### config.mk
export PLATFORM = sky130hd
export DESIGN_NAME = gpcd_ports
export DESIGN_NICKNAME = d
export VERILOG_FILES = /design/src/verilog/gpcd_pkg.sv /design/src/verilog/gpcd_ports.sv
export SDC_FILE = /design/constraint.sdc
export NUM_CORES = 1
export LEC_CHECK = 0
export ABC_CLOCK_PERIOD_IN_PS = 2200
export BUFFER_PORTS_ARGS = -buffer_cell sky130_fd_sc_hd__buf_2
export CORE_MARGIN = 4
export CORE_UTILIZATION = 49
export CTS_CLUSTER_SIZE = 24
export DETAILED_ROUTE_END_ITERATION = 10
export GPL_TIMING_DRIVEN = 0
export PLACE_DENSITY = 0.84
export RECOVER_POWER = 100
export SYNTH_ARGS = -nofsm -noshare
export SYNTH_HDL_FRONTEND = slang
export SYNTH_SLANG_ARGS = --single-unit
### constraint.sdc
create_clock -name sys_clk -period 2.2 [get_ports sys_clk]
set_clock_uncertainty 0.1 [all_clocks]
set_input_delay 0.33 -clock sys_clk [delete_from_list [all_inputs] [get_ports sys_clk]]
set_output_delay 0.33 -clock sys_clk [all_outputs]
set_load 0.01 [all_outputs]
### src/verilog/gpcd_pkg.sv
// constants, field layout and carrier types of the port c / port d block
// assumes one 25 MHz core clock and a plain address/strobe register port
package gpcd_pkg;
   localparam logic [2:0] GPCD_ADDR_C_PINS  = 3'h0;
   localparam logic [2:0] GPCD_ADDR_C_LATCH = 3'h1;
   localparam logic [2:0] GPCD_ADDR_C_DIR   = 3'h2;
   localparam logic [2:0] GPCD_ADDR_D_PINS  = 3'h3;
   localparam logic [2:0] GPCD_ADDR_D_LATCH = 3'h4;
   localparam logic [2:0] GPCD_ADDR_D_DIR   = 3'h5;
   localparam logic [2:0] GPCD_ADDR_E_CTRL  = 3'h6;

   localparam logic [7:0] GPCD_DIR_RESET    = 8'hFF;
   localparam logic [7:0] GPCD_E_CTRL_RESET = 8'h07;
   localparam logic [7:0] GPCD_C_GPIO_MASK  = 8'hF9;
   localparam logic [7:0] GPCD_C_RSVD_MASK  = 8'h06;
   localparam logic [7:0] GPCD_E_WRITE_MASK = 8'h37;

   localparam int GPCD_E_IBF  = 7;
   localparam int GPCD_E_OBF  = 6;
   localparam int GPCD_E_INPUT_OVERFLOW_FLAG = 5;
   localparam int GPCD_E_MODE = 4;

   localparam int GPCD_PWM_LO = 1;
   localparam int GPCD_PWM_HI = 2;

   typedef struct packed {
      logic [2:0] addr;
      logic [7:0] wdata;
      logic       wr;
      logic       rd;
   } gpcd_req_t;

   typedef struct packed {
      logic [7:0] in;
      logic [7:0] out;
      logic [7:0] oe_b;
   } gpcd_pin_t;

   typedef struct packed {
      logic [7:0] force_en;
      logic [7:0] force_out;
      logic [7:0] out_val;
   } gpcd_ovr_t;

   typedef struct packed {
      logic cs_b;
      logic rd_b;
      logic wr_b;
   } gpcd_psp_t;
endpackage

### src/verilog/gpcd_ports.sv
// port c and port d pins with direction, latch, override and parallel slave port
// assumes pins and parallel strobes already synchronous to sys_clk
module gpcd_ports (
   // clock and reset
   input  wire logic              sys_clk,
   input  wire logic              rst_b,
   // register port
   input  wire gpcd_pkg::gpcd_req_t req,
   output logic [7:0]             rdata,
   // port c pins and peripheral overrides
   input  wire logic [7:0]        c_in,
   output logic [7:0]             c_out,
   output logic [7:0]             c_oe_b,
   input  wire gpcd_pkg::gpcd_ovr_t c_ovr,
   input  wire logic [1:0]        pwm_val,
   output logic [1:0]             pwm_out,
   // port d pins
   input  wire logic [7:0]        d_in,
   output logic [7:0]             d_out,
   output logic [7:0]             d_oe_b,
   // parallel slave strobes from port e pins
   input  wire gpcd_pkg::gpcd_psp_t parallel_slave_port,
   output logic [2:0]             e_dir
);
   logic [7:0] c_latch_reg, c_latch_next;
   logic [7:0] c_dir_reg, c_dir_next;
   logic [7:0] d_latch_reg, d_latch_next;
   logic [7:0] d_dir_reg, d_dir_next;
   logic [7:0] e_ctrl_reg, e_ctrl_next;
   logic [7:0] psp_in_reg, psp_in_next;
   logic       wr_seen_reg, rd_seen_reg;
   logic [7:0] rdata_reg, rdata_next;
   logic [1:0] pwm_reg;

   // control register layout beyond the flag bits named in the package
   localparam int E_UNUSED_BIT = 3;
   localparam int E_DIR_HI     = 2;

   function automatic logic hit(input logic [2:0] a, input logic [2:0] want, input logic s);
      hit = s && (a == want);
   endfunction

   wire psp_mode  = e_ctrl_reg[gpcd_pkg::GPCD_E_MODE];
   // select and strobe low together; only the first cycle counts as the event
   wire psp_wr_lv = psp_mode && !parallel_slave_port.cs_b && !parallel_slave_port.wr_b;
   wire psp_rd_lv = psp_mode && !parallel_slave_port.cs_b && !parallel_slave_port.rd_b;
   wire psp_wr    = psp_wr_lv && !wr_seen_reg;
   wire psp_rd    = psp_rd_lv && !rd_seen_reg;

   wire w_c_pins  = hit(req.addr, gpcd_pkg::GPCD_ADDR_C_PINS,  req.wr);
   wire w_c_latch = hit(req.addr, gpcd_pkg::GPCD_ADDR_C_LATCH, req.wr);
   wire w_c_dir   = hit(req.addr, gpcd_pkg::GPCD_ADDR_C_DIR,   req.wr);
   wire w_d_pins  = hit(req.addr, gpcd_pkg::GPCD_ADDR_D_PINS,  req.wr);
   wire w_d_latch = hit(req.addr, gpcd_pkg::GPCD_ADDR_D_LATCH, req.wr);
   wire w_d_dir   = hit(req.addr, gpcd_pkg::GPCD_ADDR_D_DIR,   req.wr);
   wire w_e_ctrl  = hit(req.addr, gpcd_pkg::GPCD_ADDR_E_CTRL,  req.wr);
   // in parallel mode a cpu read of port d takes the received word
   wire r_d_pins  = hit(req.addr, gpcd_pkg::GPCD_ADDR_D_PINS,  req.rd) && psp_mode;

   // reserved bits 1,2 are stored as written; they never reach a pin
   assign c_latch_next = (w_c_pins || w_c_latch) ? req.wdata : c_latch_reg;
   assign c_dir_next   = w_c_dir ? req.wdata : c_dir_reg;
   assign d_latch_next = (w_d_pins || w_d_latch) ? req.wdata : d_latch_reg;
   assign d_dir_next   = w_d_dir ? req.wdata : d_dir_reg;
   assign psp_in_next  = psp_wr ? d_in : psp_in_reg;

   // flags: hardware set wins over software clear
   logic [7:0] e_sw;
   assign e_sw = w_e_ctrl ? ((req.wdata & gpcd_pkg::GPCD_E_WRITE_MASK)
                             | (e_ctrl_reg & ~gpcd_pkg::GPCD_E_WRITE_MASK))
                          : e_ctrl_reg;
   always_comb begin
      e_ctrl_next = e_sw;
      e_ctrl_next[E_UNUSED_BIT] = 1'b0;
      if (psp_wr) begin
         e_ctrl_next[gpcd_pkg::GPCD_E_IBF] = 1'b1;
         if (e_ctrl_reg[gpcd_pkg::GPCD_E_IBF]) begin
            e_ctrl_next[gpcd_pkg::GPCD_E_INPUT_OVERFLOW_FLAG] = 1'b1;
         end
      end else if (r_d_pins) begin
         e_ctrl_next[gpcd_pkg::GPCD_E_IBF] = 1'b0;
      end
      if (psp_mode && (w_d_pins || w_d_latch)) begin
         e_ctrl_next[gpcd_pkg::GPCD_E_OBF] = 1'b1;
      end else if (psp_rd) begin
         e_ctrl_next[gpcd_pkg::GPCD_E_OBF] = 1'b0;
      end
   end

   // read mux: pins for port regs (port d gives the received word in parallel mode), latches and directions as stored
   always_comb begin
      case (req.addr)
         gpcd_pkg::GPCD_ADDR_C_PINS:  rdata_next = c_in;
         gpcd_pkg::GPCD_ADDR_C_LATCH: rdata_next = c_latch_reg;
         gpcd_pkg::GPCD_ADDR_C_DIR:   rdata_next = c_dir_reg;
         gpcd_pkg::GPCD_ADDR_D_PINS:  rdata_next = psp_mode ? psp_in_reg : d_in;
         gpcd_pkg::GPCD_ADDR_D_LATCH: rdata_next = d_latch_reg;
         gpcd_pkg::GPCD_ADDR_D_DIR:   rdata_next = d_dir_reg;
         gpcd_pkg::GPCD_ADDR_E_CTRL:  rdata_next = e_ctrl_reg;
         default:                     rdata_next = 8'h00;
      endcase
      if (!req.rd) begin
         rdata_next = rdata_reg;
      end
   end

   // latches keep their value over reset: no reset term on purpose
   always_ff @(posedge sys_clk) begin
      c_latch_reg <= c_latch_next;
      d_latch_reg <= d_latch_next;
      psp_in_reg  <= psp_in_next;
   end

   always_ff @(posedge sys_clk) begin
      if (!rst_b) begin
         c_dir_reg   <= gpcd_pkg::GPCD_DIR_RESET;
         d_dir_reg   <= gpcd_pkg::GPCD_DIR_RESET;
         e_ctrl_reg  <= gpcd_pkg::GPCD_E_CTRL_RESET;
         wr_seen_reg <= 1'b0;
         rd_seen_reg <= 1'b0;
         rdata_reg   <= 8'h00;
         pwm_reg     <= 2'h0;
      end else begin
         c_dir_reg   <= c_dir_next;
         d_dir_reg   <= d_dir_next;
         e_ctrl_reg  <= e_ctrl_next;
         wr_seen_reg <= psp_wr_lv;
         rd_seen_reg <= psp_rd_lv;
         rdata_reg   <= rdata_next;
         pwm_reg     <= pwm_val;
      end
   end

   // port c: override forces direction and value per pin, register untouched
   logic [7:0] c_dir_eff, c_val_eff;
   assign c_dir_eff = (c_ovr.force_en & ~c_ovr.force_out) | (~c_ovr.force_en & c_dir_reg);
   assign c_val_eff = (c_ovr.force_en & c_ovr.out_val) | (~c_ovr.force_en & c_latch_reg);
   // reserved positions kept high-impedance here, pwm has its own outputs
   assign c_oe_b  = c_dir_eff | gpcd_pkg::GPCD_C_RSVD_MASK;
   assign c_out   = c_val_eff & gpcd_pkg::GPCD_C_GPIO_MASK;
   assign pwm_out = pwm_reg;

   // port d: in parallel mode drive only during an external read
   wire d_drive_psp = psp_rd_lv;
   assign d_oe_b = psp_mode ? {8{!d_drive_psp}} : d_dir_reg;
   assign d_out  = d_latch_reg;

   assign e_dir  = e_ctrl_reg[E_DIR_HI:0];
   assign rdata  = rdata_reg;
endmodule

Yosys cells after proc, flatten, opt, wreduce, memory -nomap -nowiden --
Cells that the tools add are included.
Word-level totals: input bits 60, word-level logic and storage cells 65, output and inout bits 45, register bits after elaboration 60
Operators by class: bitwise operators 9, multiplexer cells 10, equality and inequality tests 6, reductions and logical operators 26
Operators with widths (count):
- $pmux W8 S7 | 1
- $and A8 B8 Y8 | 4
- $mux W8 | 3
- $not A8 Y8 | 2
- $or A8 B8 Y8 | 2
- $logic_and A1 B1 Y1 | 15
- $eq A3 B3 Y1 const B | 3
- $or A6 B8 Y8 | 1
- $eq A3 B2 Y1 const B | 2
- $logic_not A1 Y1 | 6
- $mux W1 | 6
- $reduce_bool A3 Y1 | 2
- $eq A3 B1 Y1 const B | 1
- $logic_not A3 Y1 | 1
- $logic_or A1 B1 Y1 | 2

Longest topological paths before layout --
Gate-level depths: netlist (run 1).
depth in word-level cells 6, depth in mapped cells 7, depth with buffers taken out 4

Least setup slack after synthesis (run 1) --
No wires, ideal clock.
path kind in2reg, from input port req[12] (netlist bit), to register c_latch_reg[0], enable pin, buffers on the path 2, arrival time 1295 ps, slack 420 ps, cell stages on the path 3, required time 1715 ps, library setup time 385 ps, cells stage by stage buf_6 > buf_4 > nor3b_1
On the way: cells in the longest elaborated chain, start to end 3, elaborated cells between the ends (all ways) 5, classes of those cells eq/ne (1); reduce/logical (4)
RTL lines:
- start: declaration | RTL line gpcd_ports.sv:8 | input wire gpcd_pkg::gpcd_req_t req,
- $eq A3 B1 Y1 / $logic_not A3 Y1 (equally long branches) | RTL line gpcd_ports.sv:40 | hit = s && (a == want);
- $logic_and A1 B1 Y1 | RTL line gpcd_ports.sv:40
- $logic_or A1 B1 Y1 * | RTL line gpcd_ports.sv:61 | assign c_latch_next = (w_c_pins || w_c_latch) ? req.wdata : c_latch_reg;
- end signal: assignment | RTL line gpcd_ports.sv:109 | c_latch_reg <= c_latch_next;
- end: declaration | RTL line gpcd_ports.sv:25 | logic [7:0] c_latch_reg, c_latch_next;
Every way passes the cells marked *; elsewhere a longest branch is shown, timed or not. A chain may end at the register's enable or synchronous reset.

Worst setup path after layout (run 1) --
from input port req[12] (netlist bit), to register c_latch_reg[5], enable pin
Same word-level chain as after synthesis.

==> results of run 1 <==
## logic make-up (layout without fill, tap and decap cells)
family                 count (synthesis)  count (layout)  synth area share (%)
AND/OR/NAND/NOR                      116             116                  19.3
AO/OA/AOI/OAI                         48              48                  12.0
multiplexers                          32              32                  12.3
buffers and inverters                 27             136                  5.61
other                                  2               4                 0.267
flip-flops                            59              59                  50.6
## routing by layer
metal	global-route usage, %	vias up	share of wire [%]
met1	29.5	1247	41
met5	0	-	0
met3	5.92	22	9.0
li1	-	1216	-
met4	10.7	0	2.6
met2	35.9	149	47
## critical path, cell delays in order
cell and delay [ns]:
sky130_fd_sc_hd__clkbuf_1 0.12, sky130_fd_sc_hd__clkbuf_2 0.24, sky130_fd_sc_hd__clkbuf_1 0.30, sky130_fd_sc_hd__nor3b_1 0.76
sky130_fd_sc_hd__buf_4 0.29
## cell usage after synthesis, drive strengths merged (5+ instances only)
cell | instances | share of area (%)
buf | 18 | 4.4
mux2 | 7 | 2.8
mux2i | 24 | 8.5
clkbuf | 5 | 0.67
o2bb2ai | 6 | 1.9
edfxtp | 24 | 26
a21oi | 13 | 2.4
o21ai | 8 | 1.4
nor2 | 27 | 3.6
dfxtp | 35 | 25
a41oi | 5 | 1.6
o22a | 6 | 1.9
nand3 | 17 | 3.2
nand2 | 49 | 6.5
## where the power goes
part	leakage [nW]	total [W]	switching [W]	internal (W)
registers	0.505	0.00121	0.0000258	0.00118
clock network	0.0894	0.000864	0.000430	0.000433
logic	0.801	0.000323	0.000189	0.000135
## how the worst max path moves through the flow
| stage | slack (ns) | end | start | depth (start not counted) |
|---|---|---|---|---|
| final | 0.11 | c_latch_reg[5]$_DFFE_PP_ | req[12] | 5 |
| after detailed placement | 0.01 | c_latch_reg[0]$_DFFE_PP_ | req[12] | 5 |
| after global placement | -0.25 | c_latch_reg[0]$_DFFE_PP_ | req[12] | 4 |
| after CTS | 0.09 | d_oe_b[6] | e_ctrl_reg[4]$_SDFFE_PN0N_ | 5 |
| after global routing | 0.02 | d_oe_b[6] | e_ctrl_reg[4]$_SDFFE_PN0N_ | 5 |
| after floorplan | 0.42 | c_latch_reg[0]$_DFFE_PP_ | req[12] | 3 |
## area by class of cell
cell class                 count  area (sq um)  area share [%]
buffer                        23           130            3.76
clock buffer                  11           141            4.09
clock inverter                 5          28.8           0.832
inverter                       4          15.0           0.434
multi-input combinational    200          1230            35.6
sequential                    59          1420            41.1
tap                           72          90.1            2.61
timing repair buffer          93           399            11.5
## per-stage QoR
stage	area (sq um)	total power, W	setup slack [ns]
after detailed placement	3380	0.00157	0.0147
after floorplan	2820	0.00141	0.420
after CTS	3550	0.00241	0.0912
after global routing	3460	0.00248	0.0214
after global placement	3370	0.00156	-0.251
final	3460	0.00239	0.107
==> reports/results.tsv, run 1 <==
stage	metric	value	unit
status	status	completed	
power	highest ir drop seen on vdd	621	uV
clocking	Clk pin slew, worst setup/hold paths	0.07	ns
worst_hold_path	number of cells traversed by the worst hold path	2	
sta	accumulated negative setup slack	0	ns
flow_run	number of max-cap violations	0	
logic_synthesis	number of distinct library cell variants in the gate-level netlist after synthesis	40	
die	die height	83.7	um
layout	Total Nets Final	450	
routing	Vias/cell	5.64	
clocking	CTS Hold Bufs	0	
clocking	buffer depth of the longest clock path	2	
sta	relative slew slack	15.6	%
worst_setup_path	worst setup path class	in -> reg	
sta	FMAX	478	MHz
global_routing	total global routing overflow	0	
clocking	number of buffers inserted during clock tree synthesis	9	
routing	number of DRC markers in iteration 0	298	
layout	commonest non-fill, non-tap cell in the layout	sky130_fd_sc_hd__clkbuf_1	
layout	Finished Core Util	62.4	%
sta	Worst Max-Slew Pin Slew	1.26	ns
sta	WHS	0.0669	ns
power	pwr/cell area	693	mW/mm^2
worst_setup_path	signal arrival time at the worst endpoint	2.04	ns
layout	highest-count cells in the layout ignoring fill and taps	67 x sky130_fd_sc_hd__clkbuf_1, 49 x sky130_fd_sc_hd__nand2_1, 37 x sky130_fd_sc_hd__buf_2	
clocking	number of H-tree levels	3	
die	width of the die	83.7	um
routing	WL/cell	17.0	um
sta	count of final setup violators	0	
worst_setup_path	CP Capture Type	register	
logic_synthesis	register bit total from synthesis	59	
logic_synthesis	most used flip-flop cell after synthesis	sky130_fd_sc_hd__dfxtp_1	
routing	Pre-antenna DRT Iters	5	
clocking	clock tree root buffer cell	sky130_fd_sc_hd__clkbuf_8	
die	floorplan core area	0.00554	sq mm
layout	count of non-filler cells in the finished layout	467	
logic_synthesis	cells after synthesis	284	
layout	synth-to-layout area growth	23.0	%
global_routing	maximum number of pins on one net before global-route repair	12	
die	die footprint	0.00701	sq mm
die	ports placed on the boundary	105	
routing	Remaining DRCs	0	
worst_setup_path	Worst R2R Start	e_ctrl_reg[4]$_SDFFE_PN0N_	
routing	overall via count from detail_route	2634	
routing	remaining number of nets flagged by the antenna check after routing	0	
worst_setup_path	data required time of the critical path	2.15	ns
placement	number of placed instances, taps included	451	
worst_hold_path	Min-Delay Path Class	in -> reg	
worst_setup_path	reg2reg path depth	2	
worst_setup_path	sort of element at the start of the critical path	primary input	
worst_hold_path	startpoint of the tightest hold check path	parallel_slave_port[0]	
clocking	source-to-sink clock delay at the later pin of the worst-skew pair	0.34	ns
logic_synthesis	number of synthesized flops with an enable pin	24	
clocking	Post-CTS Setup Inserts	0	
placement	IO buf count	92	
sta	final count of pins violating max slew	0	
global_routing	number of global-route vias before repair	2529	
layout	fraction of final layout cells with drive strength greater than 1	19.5	%
worst_setup_path	reg-to-reg endpoint	psp_in_reg[3]$_DFFE_PP_	
logic_synthesis	synthesized cell area	0.00281	sq mm
sta	final period utilization	95.2	%
global_routing	global-route wire length before repair	12.7	mm
layout	Diodes inserted	0	
layout	count of fill cells added during filler insertion	515	
routing	final wirelength	7.94	mm
clocking	TritonCTS clock tree	built	
logic_synthesis	share of the yosys chip area belonging to registers	50.6	%
placement	routability congestion estimate from global placement	0.883	
clocking	number of clock sinks	59	
sta	number of hold violations in the final report	0	
placement	half-perimeter wire length of the detailed placement result	5.98	mm
clocking	post-CTS sizing	0	
worst_setup_path	reg-to-reg slack, setup	0.21	ns
logic_synthesis	proportion of synthesized flip-flops having asynchronous set or reset	0	%
global_routing	number of antenna violations at the first check in global routing	0	
sta	fin crit period	2.09	ns
sta	RSZ-0062 raised after global routing	false	
power	static power due to leakage	1.40	nW
logic_synthesis	Synthesis Warnings	0	
global_routing	Total GRT Usage	22.9	%
worst_hold_path	endpoint with the worst hold slack	wr_seen_reg$_SDFF_PN0_	
die	Placement Rows	27	
logic_synthesis	Post-Syn Area per Cell	9.90	sq um
worst_setup_path	worst-path maximum fanout	10	
die	starting density of the core	50.7	%
Note: power is estimated with default switching activity, not from simulation.
==> inputs of run 2 (changes only) <==
--- a/config.mk
+++ b/config.mk
@@ -5,14 +5,14 @@
 export SDC_FILE = /design/constraint.sdc
 export NUM_CORES = 1
 export LEC_CHECK = 0
-export ABC_CLOCK_PERIOD_IN_PS = 2200
+export ABC_CLOCK_PERIOD_IN_PS = 1700
 export BUFFER_PORTS_ARGS = -buffer_cell sky130_fd_sc_hd__buf_2
 export CORE_MARGIN = 4
-export CORE_UTILIZATION = 49
+export CORE_UTILIZATION = 44
 export CTS_CLUSTER_SIZE = 24
 export DETAILED_ROUTE_END_ITERATION = 10
 export GPL_TIMING_DRIVEN = 0
-export PLACE_DENSITY = 0.84
+export PLACE_DENSITY = 0.8
 export RECOVER_POWER = 100
 export SYNTH_ARGS = -nofsm -noshare
 export SYNTH_HDL_FRONTEND = slang
==> constraint.sdc (replaced) <==
create_clock -name sys_clk -period 1.7 [get_ports sys_clk]
set_clock_uncertainty 0.1 [all_clocks]
set_input_delay 0.255 -clock sys_clk [delete_from_list [all_inputs] [get_ports sys_clk]]
set_output_delay 0.255 -clock sys_clk [all_outputs]
set_load 0.01 [all_outputs]
==> reports/results.tsv, run 2 (synthesis results as in run 1) <==
stage	metric	value	unit
die	die height	87.9	um
clocking	buffer depth of the longest clock path	2	
clocking	number of H-tree levels	3	
layout	Finished Core Util	59.8	%
worst_setup_path	signal arrival time at the worst endpoint	1.54	ns
status	status	completed	
routing	Pre-antenna DRT Iters	5	
layout	Diodes inserted	0	
worst_setup_path	Worst R2R Start	d_out[3]$_DFFE_PP_	
clocking	number of clock sinks	59	
layout	count of non-filler cells in the finished layout	474	
layout	Total Nets Final	455	
die	starting density of the core	46.4	%
sta	final period utilization	97.8	%
global_routing	maximum number of pins on one net before global-route repair	20	
placement	half-perimeter wire length of the detailed placement result	5.96	mm
worst_hold_path	endpoint with the worst hold slack	pwm_out[1]$_SDFF_PN0_	
die	ports placed on the boundary	105	
sta	FMAX	601	MHz
worst_setup_path	CP Capture Type	register	
sta	fin crit period	1.66	ns
sta	count of final setup violators	0	
global_routing	global-route wire length before repair	12.6	mm
layout	fraction of final layout cells with drive strength greater than 1	22.1	%
layout	commonest non-fill, non-tap cell in the layout	sky130_fd_sc_hd__clkbuf_1	
die	die footprint	0.00773	sq mm
layout	synth-to-layout area growth	28.9	%
sta	Worst Max-Slew Pin Slew	0.812	ns
clocking	Clk pin slew, worst setup/hold paths	0.07	ns
worst_setup_path	reg-to-reg slack, setup	0.11	ns
placement	IO buf count	92	
worst_setup_path	reg-to-reg endpoint	rdata[3]$_SDFFE_PN0P_	
power	pwr/cell area	942	mW/mm^2
die	Placement Rows	28	
sta	number of hold violations in the final report	0	
clocking	TritonCTS clock tree	built	
power	static power due to leakage	1.48	nW
global_routing	number of global-route vias before repair	2483	
flow_run	number of max-cap violations	0	
worst_hold_path	startpoint of the tightest hold check path	pwm_val[1]	
sta	RSZ-0062 raised after global routing	true	
routing	overall via count from detail_route	2584	
routing	Vias/cell	5.45	
placement	routability congestion estimate from global placement	0.917	
clocking	number of buffers inserted during clock tree synthesis	9	
worst_hold_path	Min-Delay Path Class	in -> reg	
layout	highest-count cells in the layout ignoring fill and taps	55 x sky130_fd_sc_hd__clkbuf_1, 49 x sky130_fd_sc_hd__nand2_1, 43 x sky130_fd_sc_hd__buf_2	
clocking	clock tree root buffer cell	sky130_fd_sc_hd__clkbuf_8	
routing	remaining number of nets flagged by the antenna check after routing	0	
global_routing	Total GRT Usage	22.0	%
worst_setup_path	worst setup path class	in -> reg	
power	highest ir drop seen on vdd	697	uV
sta	relative slew slack	45.6	%
routing	final wirelength	8.26	mm
clocking	source-to-sink clock delay at the later pin of the worst-skew pair	0.35	ns
worst_setup_path	reg2reg path depth	3	
die	width of the die	87.9	um
worst_setup_path	data required time of the critical path	1.58	ns
sta	final count of pins violating max slew	0	
routing	WL/cell	17.4	um
placement	number of placed instances, taps included	453	
global_routing	total global routing overflow	0	
worst_setup_path	sort of element at the start of the critical path	primary input	
die	floorplan core area	0.00606	sq mm
worst_hold_path	number of cells traversed by the worst hold path	2	
routing	Remaining DRCs	0	
clocking	Post-CTS Setup Inserts	0	
routing	number of DRC markers in iteration 0	255	
global_routing	number of antenna violations at the first check in global routing	0	
worst_setup_path	worst-path maximum fanout	10	
-- run 2: area by class of cell --
| cell class | count | area, sq um |
|---|---|---|
| fillers | 517 | 2440 |
| flip-flops and latches | 59 | 1430 |
| multi-input cells | 200 | 1260 |
| repair buffers | 99 | 469 |
| plain buffers | 22 | 141 |
| clock buffers | 10 | 138 |
| well taps | 75 | 93.8 |
| clock inverters | 5 | 77.6 |
| inverters | 4 | 15.0 |
-- run 2: critical path, stage by stage --
cell and delay, ns:
sky130_fd_sc_hd__dlygate4sd3_1 0.53, sky130_fd_sc_hd__buf_2 0.13, sky130_fd_sc_hd__nor3_2 0.63
-- run 2: metrics by stage --
| stage | power [W] | setup WS, ns | TNS (ns) | hold slack [ns] | instance area [sq um] |
|---|---|---|---|---|---|
| 2_1_floorplan | 0.00183 | 0.0531 | 0 | 0.234 | 2820 |
| 5_1_grt | 0.00353 | -0.0109 | -0.0920 | 0.0323 | 3620 |
| 4_1_cts | 0.00343 | 0.0103 | 0 | 0.00184 | 3690 |
| 3_3_place_gp | 0.00202 | -0.331 | -6.84 | 0.344 | 3380 |
| 6_report | 0.00341 | 0.0372 | 0 | 0.0192 | 3620 |
| 3_5_place_dp | 0.00203 | -0.348 | -8.17 | 0.351 | 3380 |
-- run 2: how the worst max path moves through the flow --
stage / cells after the start / slack, ns / end / start
finish: 3 / 0.04 / psp_in_reg[3]$_DFFE_PP_ / parallel_slave_port[0]
global route: 3 / -0.01 / psp_in_reg[1]$_DFFE_PP_ / parallel_slave_port[0]
CTS: 4 / 0.01 / d_out[1]$_DFFE_PP_ / req[12]
detailed placement: 3 / -0.35 / psp_in_reg[3]$_DFFE_PP_ / parallel_slave_port[2]
global placement: 4 / -0.33 / d_out[6]$_DFFE_PP_ / req[12]
floorplan: 2 / 0.05 / psp_in_reg[0]$_DFFE_PP_ / e_ctrl_reg[4]$_SDFFE_PN0N_
-- run 2: what timing repair did --
item	in CTS	in global routing
pin swaps	1	1
endpoints found under the hold margin	7	0
endpoints found under the setup margin	18	26
hold buffers	7	0
resized for setup	7	3
-- run 2: metal layers --
| layer | share of wire [%] | vias to the layer above | GRT usage, % |
|---|---|---|---|
| met5 | 0 | - | 0 |
| met4 | 3.2 | 0 | 12.8 |
| met3 | 9.2 | 24 | 5.46 |
| met2 | 46 | 141 | 33.4 |
| met1 | 42 | 1185 | 28.4 |
| li1 | - | 1234 | - |
-- run 2: power breakdown --
group	internal, W	switching (W)	leakage, nW
clock network	0.000851	0.000560	0.108
logic	0.000191	0.000249	0.866
registers	0.00153	0.0000349	0.506
total	0.00257	0.000844	1.48
